**config.mk**
```make
export PLATFORM = sky130hd
export DESIGN_NAME = irq_and_event_pin_logic
export DESIGN_NICKNAME = d
export VERILOG_FILES = /design/src/irq_event_pkg.sv /design/src/event_combiner.sv /design/src/flag_bank.sv /design/src/irq_and_event_pin_logic.sv
export SDC_FILE = /design/constraint.sdc
export NUM_CORES = 1
export LEC_CHECK = 0
export BUFFER_PORTS_ARGS = -buffer_cell sky130_fd_sc_hd__buf_4
export CAP_MARGIN = 10
export CORE_AREA = 8 8 161 163
export CTS_CLUSTER_DIAMETER = 30
export DETAILED_ROUTE_END_ITERATION = 7
export DIE_AREA = 0 0 169 171
export GPL_ROUTABILITY_DRIVEN = 0
export HOLD_SLACK_MARGIN = 0.03
export PLACE_DENSITY_LB_ADDON = 0.2
export SLEW_MARGIN = 20
export SYNTH_ARGS = -nofsm -noshare
export SYNTH_HDL_FRONTEND = slang
export SYNTH_SLANG_ARGS = --single-unit
export TNS_END_PERCENT = 30
```
**constraint.sdc**
```tcl
create_clock -name clk_i -period 2.2 [get_ports clk_i]
set_input_delay 0.22 -clock clk_i [delete_from_list [all_inputs] [get_ports clk_i]]
set_output_delay 0.22 -clock clk_i [all_outputs]
set_load 0.01 [all_outputs]
```
**src/irq_event_pkg.sv**
```systemverilog
// Constants shared by the interrupt and event pin logic.
// Assumes the users import the whole package; all counts are in bits.
package irq_event_pkg;

	// Width of each interrupt group
	localparam int unsigned FLAG_W = 32;
	// Number of event pin sources
	localparam int unsigned EVT_W = 16;
	// Detail register widths
	localparam int unsigned OC_DETAIL_W = 3;
	localparam int unsigned IDLE_DETAIL_W = 9;
	localparam int unsigned SIGN_DETAIL_W = 9;

	// Group B flag positions
	localparam int unsigned TOTAL_ACTIVE_IDLE_POS = 0;
	localparam int unsigned TOTAL_REACTIVE_IDLE_POS = 1;
	localparam int unsigned TOTAL_APPARENT_IDLE_POS = 2;
	localparam int unsigned FUND_ACTIVE_IDLE_POS = 3;
	localparam int unsigned FUND_REACTIVE_IDLE_POS = 4;
	localparam int unsigned FUND_APPARENT_IDLE_POS = 5;
	localparam int unsigned ZERO_CROSS_A_VOLT_POS = 9;
	localparam int unsigned RESET_COMPLETE_POS = 16;
	localparam int unsigned OVERCURRENT_POS = 17;
	localparam int unsigned FAULT_A_POS = 18;

	// Group A flag positions, three phases each starting at the base
	localparam int unsigned REVERSE_ACTIVE_POS = 6;
	localparam int unsigned REVERSE_REACTIVE_POS = 9;
	localparam int unsigned REVERSE_SUM_POS = 12;
	localparam int unsigned PHASES = 3;

	// Flags that reach their line whatever the enable mask says
	localparam logic [FLAG_W-1:0] NONMASK_A = 32'h0000_0000;
	localparam logic [FLAG_W-1:0] NONMASK_B = 32'h0005_0000;

	// Flags that update the detail registers
	localparam logic [FLAG_W-1:0] IDLE_GROUP_B = 32'h0000_003f;
	localparam logic [FLAG_W-1:0] REVERSE_GROUP_A = 32'h0000_7fc0;

	// Reset values
	localparam logic [FLAG_W-1:0] FLAGS_RESET = 32'h0000_0000;
	localparam logic [FLAG_W-1:0] ENABLE_RESET = 32'h0000_0000;
	localparam logic [EVT_W-1:0] EVT_ENABLE_RESET = 16'h0000;

	// Shared pin function select encodings
	localparam int unsigned PIN_SEL_W = 2;
	localparam logic [PIN_SEL_W-1:0] PIN_SEL_PULSE = 2'h0;
	localparam logic [PIN_SEL_W-1:0] PIN_SEL_READY = 2'h1;
	localparam logic [PIN_SEL_W-1:0] PIN_SEL_EVENT = 2'h2;
	localparam logic [PIN_SEL_W-1:0] PIN_SEL_RESET = 2'h0;

endpackage : irq_event_pkg

```
**src/event_combiner.sv**
```systemverilog
// Unlatched combination of the event pin sources into an active-low level.
// Assumes sources are live levels from logic on clk_i, high while active.
`timescale 1ns/1ns
module event_combiner (
	// Clock and reset
	input wire logic clk_i,
	input wire logic reset_n_i,
	// Live sources and their enables
	input wire logic [irq_event_pkg::EVT_W-1:0] source_i,
	input wire logic [irq_event_pkg::EVT_W-1:0] enable_i,
	// Combined level, low while any enabled source is active
	output logic event_n_o
);
	import irq_event_pkg::*;

	logic event_n_reg;
	logic event_n_next;

	always_comb begin
		// No memory of past activity: the level only tracks live sources
		event_n_next = ~|(source_i & enable_i); // [RL12] [RL13] [RL14]
	end

	always_ff @(posedge clk_i or negedge reset_n_i) begin
		if (!reset_n_i) begin
			event_n_reg <= 1'b1;
		end else begin
			event_n_reg <= event_n_next;
		end
	end

	assign event_n_o = event_n_reg;

endmodule : event_combiner

```
**src/flag_bank.sv**
```systemverilog
// One group of sticky event flags with write-one-to-clear acknowledge.
// Assumes set pulses and clear writes come from logic on clk_i.
`timescale 1ns/1ns
module flag_bank (
	// Clock and reset
	input wire logic clk_i,
	input wire logic reset_n_i,
	// Internal events, one cycle each
	input wire logic [irq_event_pkg::FLAG_W-1:0] set_i,
	// Host acknowledge write
	input wire logic clear_we_i,
	input wire logic [irq_event_pkg::FLAG_W-1:0] clear_data_i,
	// Flag state
	output logic [irq_event_pkg::FLAG_W-1:0] flags_o
);
	import irq_event_pkg::*;

	logic [FLAG_W-1:0] flags_reg;
	logic [FLAG_W-1:0] flags_next;
	logic [FLAG_W-1:0] clear_mask;

	always_comb begin
		clear_mask = clear_we_i ? clear_data_i : '0; // [RL5]
		// Set is applied after the clear so a coincident event survives
		flags_next = (flags_reg & ~clear_mask) | set_i; // [RL4] [RL19]
	end

	always_ff @(posedge clk_i or negedge reset_n_i) begin
		if (!reset_n_i) begin
			flags_reg <= FLAGS_RESET;
		end else begin
			flags_reg <= flags_next;
		end
	end

	assign flags_o = flags_reg;

endmodule : flag_bank

```
**src/irq_and_event_pin_logic.sv**
```systemverilog
// Interrupt lines, flag groups, detail registers and shared event pin.
// Assumes all inputs come from logic on clk_i; the host side is a decoded
// register interface delivering one-cycle write strobes.
//
// Contract
// RL1 - Each interrupt line is low while any enabled flag of its group is set.
// RL2 - Each group has a 32-bit enable mask and 32 matching status flags.
// RL3 - Enable bit one passes its flag to the line; zero blocks it.
// RL4 - A flag sets on its event regardless of the enable mask.
// RL5 - Writing ones clears exactly those flags; the line rises when none remain.
// RL6 - Host finds the cause by reading flags and acknowledges by writing ones.
// RL7 - Reset-complete and first fault flags drive their line even when masked.
// RL8 - Merge mode puts both groups on line B; line A keeps its own.
// RL9 - Phase A voltage zero crossing sets a group B flag, line B if enabled.
// RL10 - Shared pin shows the event function only when its select holds 10.
// RL11 - Event pin draws on 16 sources, each with an enable, all cleared at reset.
// RL12 - Event pin low while any enabled source active, high once all inactive.
// RL13 - Event sources are unlatched; one enabled source is tracked directly.
// RL14 - Event pin level depends only on enabled sources, no user polarity.
// RL15 - Overcurrent flag comes with per-phase overcurrent detail bits.
// RL16 - Six idle flags of group B come with per-phase idle detail bits.
// RL17 - Reverse power flags of group A come with sign detail bits.
// RL18 - Host reads the detail register after seeing its associated flag.
// RL19 - A set in the same cycle as a clear wins, no event is lost.
`timescale 1ns/1ns
module irq_and_event_pin_logic (
	// Clock and reset
	input wire logic clk_i,
	input wire logic reset_n_i,
	// Internal event pulses per group
	input wire logic [irq_event_pkg::FLAG_W-1:0] event_set_a_i,
	input wire logic [irq_event_pkg::FLAG_W-1:0] event_set_b_i,
	// Host acknowledge writes to the flag groups
	input wire logic event_flags_a_we_i,
	input wire logic [irq_event_pkg::FLAG_W-1:0] event_flags_a_wdata_i,
	input wire logic event_flags_b_we_i,
	input wire logic [irq_event_pkg::FLAG_W-1:0] event_flags_b_wdata_i,
	// Host writes to the enable masks
	input wire logic int_enable_a_we_i,
	input wire logic [irq_event_pkg::FLAG_W-1:0] int_enable_a_wdata_i,
	input wire logic int_enable_b_we_i,
	input wire logic [irq_event_pkg::FLAG_W-1:0] int_enable_b_wdata_i,
	// Host write to the setup fields
	input wire logic setup_reg_one_we_i,
	input wire logic merge_int_lines_wdata_i,
	input wire logic [irq_event_pkg::PIN_SEL_W-1:0] pin4_function_sel_wdata_i,
	// Host write to the event source enables
	input wire logic event_enable_we_i,
	input wire logic [irq_event_pkg::EVT_W-1:0] event_enable_wdata_i,
	// Live event sources and other shared pin functions
	input wire logic [irq_event_pkg::EVT_W-1:0] event_source_i,
	input wire logic pulse_out_four_i,
	input wire logic sample_ready_out_i,
	// Live detail inputs from the measurement logic
	input wire logic [irq_event_pkg::OC_DETAIL_W-1:0] overcurrent_phase_bits_i,
	input wire logic [irq_event_pkg::IDLE_DETAIL_W-1:0] phase_idle_bits_i,
	input wire logic [irq_event_pkg::SIGN_DETAIL_W-1:0] phase_sign_bits_i,
	// Interrupt lines, active low
	output logic int_out_a_n_o,
	output logic int_out_b_n_o,
	// Shared pulse, event or ready pin
	output logic shared_pin_o,
	// Readback of flag groups
	output logic [irq_event_pkg::FLAG_W-1:0] event_flags_a_o,
	output logic [irq_event_pkg::FLAG_W-1:0] event_flags_b_o,
	// Readback of configuration
	output logic [irq_event_pkg::FLAG_W-1:0] int_enable_a_o,
	output logic [irq_event_pkg::FLAG_W-1:0] int_enable_b_o,
	output logic merge_int_lines_o,
	output logic [irq_event_pkg::PIN_SEL_W-1:0] pin4_function_sel_o,
	output logic [irq_event_pkg::EVT_W-1:0] event_enable_o,
	// Detail registers
	output logic [irq_event_pkg::OC_DETAIL_W-1:0] overcurrent_detail_reg_o,
	output logic [irq_event_pkg::IDLE_DETAIL_W-1:0] phase_idle_detail_o,
	output logic [irq_event_pkg::SIGN_DETAIL_W-1:0] phase_sign_detail_o
);
	import irq_event_pkg::*;

	// Detail bits accumulate while their flag is pending. An
	// acknowledge with no new event empties them, so a stale phase is
	// never reported against a later event.
	function automatic logic [IDLE_DETAIL_W-1:0] detail_step(
		input logic [IDLE_DETAIL_W-1:0] cur,
		input logic hit,
		input logic ack,
		input logic [IDLE_DETAIL_W-1:0] live
	);
		logic [IDLE_DETAIL_W-1:0] kept;
		kept = ack ? '0 : cur;
		detail_step = hit ? (kept | live) : kept;
	endfunction : detail_step

	// Line request of one group: any set flag that is enabled or cannot be masked
	function automatic logic any_pending(
		input logic [FLAG_W-1:0] flags,
		input logic [FLAG_W-1:0] enable,
		input logic [FLAG_W-1:0] nonmask
	);
		any_pending = |(flags & (enable | nonmask));
	endfunction : any_pending

	// Configuration state
	logic [FLAG_W-1:0] int_enable_a_reg;
	logic [FLAG_W-1:0] int_enable_a_next;
	logic [FLAG_W-1:0] int_enable_b_reg;
	logic [FLAG_W-1:0] int_enable_b_next;
	logic merge_int_lines_reg;
	logic merge_int_lines_next;
	logic [PIN_SEL_W-1:0] pin4_function_sel_reg;
	logic [PIN_SEL_W-1:0] pin4_function_sel_next;
	logic [EVT_W-1:0] event_enable_reg;
	logic [EVT_W-1:0] event_enable_next;

	// Flag groups
	logic [FLAG_W-1:0] event_flags_a;
	logic [FLAG_W-1:0] event_flags_b;

	// Interrupt line state
	logic int_out_a_n_reg;
	logic int_out_a_n_next;
	logic int_out_b_n_reg;
	logic int_out_b_n_next;
	logic pending_a;
	logic pending_b;

	// Detail state
	logic [OC_DETAIL_W-1:0] overcurrent_detail_reg;
	logic [OC_DETAIL_W-1:0] overcurrent_detail_next;
	logic [IDLE_DETAIL_W-1:0] phase_idle_detail_reg;
	logic [IDLE_DETAIL_W-1:0] phase_idle_detail_next;
	logic [SIGN_DETAIL_W-1:0] phase_sign_detail_reg;
	logic [SIGN_DETAIL_W-1:0] phase_sign_detail_next;
	logic oc_hit;
	logic oc_ack;
	logic idle_hit;
	logic idle_ack;
	logic sign_hit;
	logic sign_ack;
	logic [IDLE_DETAIL_W-1:0] oc_wide;
	logic [IDLE_DETAIL_W-1:0] sign_wide;

	// Shared pin state
	logic event_n;
	logic shared_pin_reg;
	logic shared_pin_next;

	// Enable mask of group A
	always_comb begin
		int_enable_a_next = int_enable_a_reg;
		if (int_enable_a_we_i) begin
			int_enable_a_next = int_enable_a_wdata_i; // [RL2] [RL3]
		end
	end

	always_ff @(posedge clk_i or negedge reset_n_i) begin
		if (!reset_n_i) begin
			int_enable_a_reg <= ENABLE_RESET;
		end else begin
			int_enable_a_reg <= int_enable_a_next;
		end
	end

	// Enable mask of group B
	always_comb begin
		int_enable_b_next = int_enable_b_reg;
		if (int_enable_b_we_i) begin
			int_enable_b_next = int_enable_b_wdata_i; // [RL2] [RL3]
		end
	end

	always_ff @(posedge clk_i or negedge reset_n_i) begin
		if (!reset_n_i) begin
			int_enable_b_reg <= ENABLE_RESET;
		end else begin
			int_enable_b_reg <= int_enable_b_next;
		end
	end

	// Setup fields, always written together
	always_comb begin
		merge_int_lines_next = merge_int_lines_reg;
		pin4_function_sel_next = pin4_function_sel_reg;
		if (setup_reg_one_we_i) begin
			merge_int_lines_next = merge_int_lines_wdata_i; // [RL8]
			pin4_function_sel_next = pin4_function_sel_wdata_i; // [RL10]
		end
	end

	always_ff @(posedge clk_i or negedge reset_n_i) begin
		if (!reset_n_i) begin
			merge_int_lines_reg <= 1'b0;
			pin4_function_sel_reg <= PIN_SEL_RESET;
		end else begin
			merge_int_lines_reg <= merge_int_lines_next;
			pin4_function_sel_reg <= pin4_function_sel_next;
		end
	end

	// Event source enables, all off after reset
	always_comb begin
		event_enable_next = event_enable_reg;
		if (event_enable_we_i) begin
			event_enable_next = event_enable_wdata_i; // [RL11]
		end
	end

	always_ff @(posedge clk_i or negedge reset_n_i) begin
		if (!reset_n_i) begin
			event_enable_reg <= EVT_ENABLE_RESET; // [RL11]
		end else begin
			event_enable_reg <= event_enable_next;
		end
	end

	// Flag groups; zero crossing arrives as an ordinary group B event
	flag_bank bank_a (
		.clk_i(clk_i),
		.reset_n_i(reset_n_i),
		.set_i(event_set_a_i),
		.clear_we_i(event_flags_a_we_i),
		.clear_data_i(event_flags_a_wdata_i),
		.flags_o(event_flags_a)
	);

	flag_bank bank_b (
		.clk_i(clk_i),
		.reset_n_i(reset_n_i),
		.set_i(event_set_b_i), // [RL9]
		.clear_we_i(event_flags_b_we_i),
		.clear_data_i(event_flags_b_wdata_i),
		.flags_o(event_flags_b)
	);

	// Interrupt lines follow the registered flags one cycle later
	always_comb begin
		pending_a = any_pending(event_flags_a, int_enable_a_reg, NONMASK_A); // [RL1] [RL3] [RL7]
		pending_b = any_pending(event_flags_b, int_enable_b_reg, NONMASK_B); // [RL1] [RL7] [RL9]
		int_out_a_n_next = ~pending_a; // [RL5]
		// Line A is unaffected by merging; only line B gains group A
		int_out_b_n_next = ~(pending_b | (merge_int_lines_reg & pending_a)); // [RL8] [RL5]
	end

	always_ff @(posedge clk_i or negedge reset_n_i) begin
		if (!reset_n_i) begin
			int_out_a_n_reg <= 1'b1;
			int_out_b_n_reg <= 1'b1;
		end else begin
			int_out_a_n_reg <= int_out_a_n_next;
			int_out_b_n_reg <= int_out_b_n_next;
		end
	end

	// Overcurrent detail beside its group B flag
	always_comb begin
		oc_hit = event_set_b_i[OVERCURRENT_POS];
		oc_ack = event_flags_b_we_i & event_flags_b_wdata_i[OVERCURRENT_POS];
		oc_wide = {{(IDLE_DETAIL_W-OC_DETAIL_W){1'b0}}, overcurrent_detail_reg};
		overcurrent_detail_next = OC_DETAIL_W'(detail_step(oc_wide, oc_hit, oc_ack,
			IDLE_DETAIL_W'(overcurrent_phase_bits_i))); // [RL15]
	end

	always_ff @(posedge clk_i or negedge reset_n_i) begin
		if (!reset_n_i) begin
			overcurrent_detail_reg <= '0;
		end else begin
			overcurrent_detail_reg <= overcurrent_detail_next;
		end
	end

	// Idle detail beside the six idle flags of group B
	always_comb begin
		idle_hit = |(event_set_b_i & IDLE_GROUP_B);
		idle_ack = event_flags_b_we_i & |(event_flags_b_wdata_i & IDLE_GROUP_B);
		phase_idle_detail_next = detail_step(phase_idle_detail_reg, idle_hit, idle_ack,
			phase_idle_bits_i); // [RL16]
	end

	always_ff @(posedge clk_i or negedge reset_n_i) begin
		if (!reset_n_i) begin
			phase_idle_detail_reg <= '0;
		end else begin
			phase_idle_detail_reg <= phase_idle_detail_next;
		end
	end

	// Sign detail beside the reverse power flags of group A
	always_comb begin
		sign_hit = |(event_set_a_i & REVERSE_GROUP_A);
		sign_ack = event_flags_a_we_i & |(event_flags_a_wdata_i & REVERSE_GROUP_A);
		sign_wide = detail_step(IDLE_DETAIL_W'(phase_sign_detail_reg), sign_hit, sign_ack,
			IDLE_DETAIL_W'(phase_sign_bits_i));
		phase_sign_detail_next = SIGN_DETAIL_W'(sign_wide); // [RL17]
	end

	always_ff @(posedge clk_i or negedge reset_n_i) begin
		if (!reset_n_i) begin
			phase_sign_detail_reg <= '0;
		end else begin
			phase_sign_detail_reg <= phase_sign_detail_next;
		end
	end

	// Event level, then the pin function multiplexer
	event_combiner combiner (
		.clk_i(clk_i),
		.reset_n_i(reset_n_i),
		.source_i(event_source_i),
		.enable_i(event_enable_reg), // [RL11]
		.event_n_o(event_n)
	);

	always_comb begin
		unique case (pin4_function_sel_reg)
			PIN_SEL_PULSE: begin
				shared_pin_next = pulse_out_four_i;
			end
			PIN_SEL_EVENT: begin
				shared_pin_next = event_n; // [RL10] [RL14]
			end
			default: begin
				// Both remaining codes give the ready function
				shared_pin_next = sample_ready_out_i;
			end
		endcase
	end

	always_ff @(posedge clk_i or negedge reset_n_i) begin
		if (!reset_n_i) begin
			shared_pin_reg <= 1'b1;
		end else begin
			shared_pin_reg <= shared_pin_next;
		end
	end

	// Outputs, all from flip-flops
	assign int_out_a_n_o = int_out_a_n_reg;
	assign int_out_b_n_o = int_out_b_n_reg;
	assign shared_pin_o = shared_pin_reg;
	assign event_flags_a_o = event_flags_a;
	assign event_flags_b_o = event_flags_b;
	assign int_enable_a_o = int_enable_a_reg;
	assign int_enable_b_o = int_enable_b_reg;
	assign merge_int_lines_o = merge_int_lines_reg;
	assign pin4_function_sel_o = pin4_function_sel_reg;
	assign event_enable_o = event_enable_reg;
	assign overcurrent_detail_reg_o = overcurrent_detail_reg;
	assign phase_idle_detail_o = phase_idle_detail_reg;
	assign phase_sign_detail_o = phase_sign_detail_reg;

endmodule : irq_and_event_pin_logic

```
# Word-level counts from Yosys, hierarchy flattened
# Index checks and enable logic that the tools add are counted.
# word_totals
memories	0
latch_bits	0
ramBits	0
elab_cells	52
output_inout_bits	171
rom_bits	0
regBits	172
# op_classes
bitwise	19
muxes	9
eq_ne	1
n_div	0
reduce_logical	9
mul	0
addsub	0
shift	0
order_cmp	0
# op_table
operator	count
AND 32 bit	4
two-way mux 32 bit	2
NOT 32 bit	2
OR 32 bit	2
OR reduction 32 bit	2
two-way mux 9 bit	4
OR 9 bit	2
OR reduction 9 bit	2
AND 16 bit	1
OR reduction 16 bit	1
OR reduction 6 bit	2
two-way mux 3 bit	2
AND 1 bit	4
OR 3 bit	1
== test 2 bit, second input constant	1
logical NOT 2 bit	1
NOT 1 bit	2
one-hot mux 1 bit (2 select lines)	1
logical NOT 1 bit	1
OR 1 bit	1

# Logic depth before layout (Yosys ltp)
# depth
ltp_word	5
depth_mapped	4
mapped_depth_nobuf	4

# Modules after synthesis
# From an unflattened synthesis, not the netlist that was laid out.
# unflattened
hier_cells	487
hier_area_um2	6824.0
# by_module_without_submodules
mod	instances	cells_per_inst	area_each_um2	seq_area_each_um2
irq_and_event_pin_logic	1	279	4304.1	2681.3
flag_bank	2	99	1194.9	800.8
event_combiner	1	10	130.1	26.3

# Worst setup path before layout
# OpenSTA, ideal clock, no wires.
# synth_path
path_kind	register to register
start	register int_enable_a_reg[1] (netlist: int_enable_a_o[1])
end	register int_out_b_n_reg (netlist: int_out_b_n_o)
setup_time_ns	0.099
stages_incl_launch_ff	5
arrival_time_ns	1.572
setup_slack_ns	0.529
t_required_ns	2.101
cell_sequence	dfrtp_1 > a22oi_1 > nand4_1 > or4_4 > a2111oi_4
# synth_between
elab_chain_len	5
# synth_rtl
item	line_no	source
from (decl)	irq_and_event_pin_logic.sv:103	logic [FLAG_W-1:0] int_enable_a_reg;
from (signal assigned)	irq_and_event_pin_logic.sv:159	int_enable_a_reg <= int_enable_a_next;
AND 32 bit	irq_and_event_pin_logic.sv:99	any_pending = |(flags & (enable | nonmask));
OR reduction 32 bit	irq_and_event_pin_logic.sv:99	
AND 1 bit	irq_and_event_pin_logic.sv:240	int_out_b_n_next = ~(pending_b | (merge_int_lines_reg & pending_a));
OR 1 bit	irq_and_event_pin_logic.sv:240	
NOT 1 bit	irq_and_event_pin_logic.sv:240	
net int_out_b_n_next	irq_and_event_pin_logic.sv:122	logic int_out_b_n_next;
to (signal assigned)	irq_and_event_pin_logic.sv:249	int_out_b_n_reg <= int_out_b_n_next;
to (decl)	irq_and_event_pin_logic.sv:121	logic int_out_b_n_reg;
# The timed path passes the listed nets, and every way through them passes these cells.
# A chain may end at the register's enable or synchronous reset.

# Worst setup path after layout
# layout_path
start	register bank_a.flags_reg[12] (netlist: bank_a.flags_o[12])
end	register int_out_b_n_reg (netlist: int_out_b_n_o)
# layout_between
elab_chain_len	5
# layout_rtl
item	line_no	source
from (decl)	flag_bank.sv:18	logic [FLAG_W-1:0] flags_reg;
from (signal assigned)	flag_bank.sv:32	flags_reg <= flags_next;
AND 32 bit	irq_and_event_pin_logic.sv:99	
OR reduction 32 bit	irq_and_event_pin_logic.sv:99	
AND 1 bit	irq_and_event_pin_logic.sv:240	
OR 1 bit	irq_and_event_pin_logic.sv:240	
NOT 1 bit	irq_and_event_pin_logic.sv:240	
net int_out_b_n_next	irq_and_event_pin_logic.sv:122	
# The timed path passes the listed nets, and every way through them passes these cells.

==> summary.md <==
| Metric | Value |
|---|---|
| DR vias/cell | 4.57 |
| ANT nets after route | 0 |
| Final critical-path share of the clock period | 0.846 |
| Fmax achieved | 0.537 GHz |
| Mapped Cells | between 400 and 500 |
| Worst reg2reg path endpoint | int_out_b_n_o |
| Sw Pwr | 2.31 mW |
| Main combinational cell family by area after synthesis | compound AO/OA/AOI/OAI gates |
| Crit path time final | 1860 ps |
| Largest net degree at the start of global routing | 48 |
| Synthesis-to-finish area growth | 87.0% |
| Syn Std Cell Area | approximately 0.0068 mm² |
| Fill cells | 1995 |
| Most common cell after layout, fill and taps aside | buf_4 |
| Vias | between 6000 and 7000 |
| Crit-path max FO | 3 |
| Worst setup path startpoint | bank_a.flags_o[12] |
| Post-Synth XOR/XNOR Area | 0 |
| Mux cell area share after synthesis | 0.140 |
| Hold Path Cell Cnt | 2 |
| Setup crit start kind | flip-flop |
| Synth Warn # | 0 |
| Drt pass-1 iters | 4 |
| Slowest stage delay, CP | approximately 580 ps |
| Synth Area in Compound Gates | 0.157 |
| Clock power share | 0.351 |
| Crit path kind | flip-flop to flip-flop |
| Nets@finish | between 1000 and 1500 |
| CP Data Required Time | 2520 ps |
| Hpwl dp | 21.9 mm |
| RSZ-0062 raised after global routing | no |
| Reg-to-reg slack, setup | 340 ps |
| First-pass GRT wire length | about 43 mm |
| Simple-gate portion of the synthesized area | 0.0544 |
| Routed WL | ~29 mm |
| FF+latch count, synth | approximately 170 |
| Vias in the first global route | ~7400 |
| All-Layer GR Usage | 0.195 |
| Max-Cap Viols | 0 |
| CTS H-tree lvls | 4 |
| Fraction of layout cells with a size suffix above 1 | 0.504 |
| Post-Syn Nets | 748 |
| Reg-to-Reg Start | bank_a.flags_o[12] |
| Worst-path clk slew | around 70 ps |
| Rows | between 50 and 60 |
| Worst setup EP type | flip-flop |
| Commonest cells after routing, fill and taps aside | buf_4 (430), dlygate4sd3_1 (169), dfrtp_1 (168) |
| Hold Fails Final Rpt | 0 |
| Sequential share of the synthesized area | 0.638 |
| Setup violators final | 0 |
| Power Dens Cells | between 600 and 700 mW/mm² |
| Slew Viols, Final | 0 |
| Port bufs | roughly 430 |
| Internal power | just over 6 mW |
| Fin util | 0.543 |
| WP data arrival | 2180 ps |
| Rel. slew slack | 0.619 |
| Die height | 171 µm |
| Crit-path cells | a22oi_1, nand4_1, or4_4, a2111oi_4 |
| Worst VDD drop | between 0.3 and 0.4 mV |
| Skew final | 14.2 ps |
| Cells on worst reg2reg path | 4 |
| CTS tree | done |
| Hold Crit Class | input pin to flip-flop |
| Remaining global-route overflow | 0 |
| Switching share of total power | 0.275 |
| Worst skew pair latency | 420 ps |
| Hold_sp | int_enable_b_wdata_i[20] |
| Reg power frac | 0.436 |
| Endpoint, Worst Hold | int_enable_b_o[20] |
| First DRT Iteration DRCs | ~280 |
| CTS max path bufs | 2 |
| DRC viols | 0 |
| I/O pin count | between 400 and 500 |
| # hold bufs at CTS | between 150 and 200 |
| Syn avg cell area | between 10 and 15 µm² |
| Crit-path slowest cell | or4_4 |
| Post-CTS setup buffer count | 0 |
| Worst slew pin tran | approximately 570 ps |
| Die width | 169 µm |
| Setup TNS | 0 ps |
| Diodes inserted | 0 |
| Area of the core | between 0.02 and 0.025 mm² |
| Post-Synth Adder-Cell Area | 0 |
| Run status | finished, final reports clean |
| Initial Util | 0.290 |
| WL/cell | about 20 µm |
| Gate power share | 0.213 |
| Post-cts repair resize count | 0 |
| LEAKAGE | between 5 and 6 nW |
| Die area | around 0.029 mm² |
| TritonCTS buffer count | 17 |
| Root Buffer Master | clkbuf_16 |
| Initial antenna violation count | 1 |
| Library cells used by synthesis | 26 |
| Clock tree sinks | 172 |
==> sequential cells by signal, indices dropped and copies added, names as in the netlist <==
name	count
bank_a.flags_o	32
bank_b.flags_o	32
combiner.event_n_o	1
event_enable_o	16
int_enable_a_o	32
int_enable_b_o	32
int_out_a_n_o	1
int_out_b_n_o	1
merge_int_lines_o	1
overcurrent_detail_reg_o	3
phase_idle_detail_o	9
phase_sign_detail_o	9
pin4_function_sel_o	2
shared_pin_o	1
==> kinds of logic (layout without fill, tap and decap cells) <==
family                 Yosys count  after routing
DFF                            172            172
muxes                           84             84
and+or+nand+nor                 87             87
buffers and inverters           19            635
AOI/OAI and AO/OA              128            128
==> cell usage after synthesis <==
library cell | n | area (µm²)
a222oi_1 | 1 | 10.0
o41ai_4 | 1 | 27.5
nand2_1 | 67 | 251
or4_4 | 1 | 11.3
nor3_1 | 1 | 5.00
nand3_1 | 3 | 15.0
a211oi_1 | 1 | 7.51
clkbuf_1 | 12 | 45.0
o31ai_4 | 1 | 21.3
mux2i_1 | 1 | 10.0
nand4_1 | 7 | 43.8
o21ai_0 | 1 | 5.00
nor4_1 | 3 | 18.8
a22oi_2 | 2 | 25.0
buf_1 | 6 | 22.5
a22o_1 | 26 | 228
a2111oi_4 | 1 | 27.5
nor2_1 | 4 | 15.0
a22oi_1 | 25 | 188
dfrtp_1 | 168 | 4200
a221oi_1 | 5 | 43.8
a21o_1 | 64 | 480
dfstp_2 | 4 | 105
or4_1 | 1 | 7.51
mux2_2 | 83 | 935
inv_1 | 1 | 3.75
==> per-stage QoR <==
| step | area, µm² | power [mW] | cells | worst slack (ps) | hold slack (ps) |
|---|---|---|---|---|---|
| global placement | 10400 | 5.25 | 1224 | 355 | 203 |
| global route | 12600 | 8.78 | 1425 | 280 | 37.4 |
| finish | 12600 | 8.38 | 1425 | 338 | 62.5 |
| detailed placement | 10400 | 5.26 | 1224 | 332 | 199 |
| floorplan | 6760 | 4.18 | 490 | 529 | -75.6 |
| CTS | 12600 | 8.50 | 1425 | 292 | 37.1 |
==> power groups by stage <==
stage,combinational (mW),clock (mW),sequential (mW)
floorplan,0.391,0,3.79
global placement,1.55,0,3.70
detailed placement,1.55,0,3.71
CTS,1.80,3.04,3.65
global route,1.92,3.17,3.69
finish,1.78,2.94,3.65
==> worst max path at each step <==
stage,endpoint,slack [ps],depth (start not counted)
2_1_floorplan,int_out_b_n_o,530,4
3_3_place_gp,int_out_b_n_o,360,4
3_5_place_dp,int_out_b_n_o,330,4
4_1_cts,int_out_b_n_o,290,4
5_1_grt,int_out_b_n_o,280,4
6_report,int_out_b_n_o,340,4
==> critical path, delay by kind of cell (launching register included) <==
| kind | cells | cell delay (ps) |
|---|---|---|
| compound gates | 2 | 620 |
| flops | 1 | 410 |
| simple gates | 2 | 740 |
==> routing by layer <==
metal / global-route usage / up-vias / share of wire
met5: 0 / - / 0.00045
met4: 0.0616 / 2 / 0.018
met3: 0.0744 / 32 / 0.094
met2: 0.350 / 306 / 0.52
met1: 0.210 / 3152 / 0.37
li1: - / 3017 / -
==> layout make-up <==
class	instances	area, µm²	share of cell area
Timing Repair Buffer	602	4970	0.393
Inverter	1	3.75	0.000297
Multi-Input combinational cell	299	2380	0.188
Clock inverter	12	119	0.00941
Tap cell	319	399	0.0316
Clock buffer	20	457	0.0361
Sequential cell	172	4310	0.341
Power figures use the tool's default switching activity.
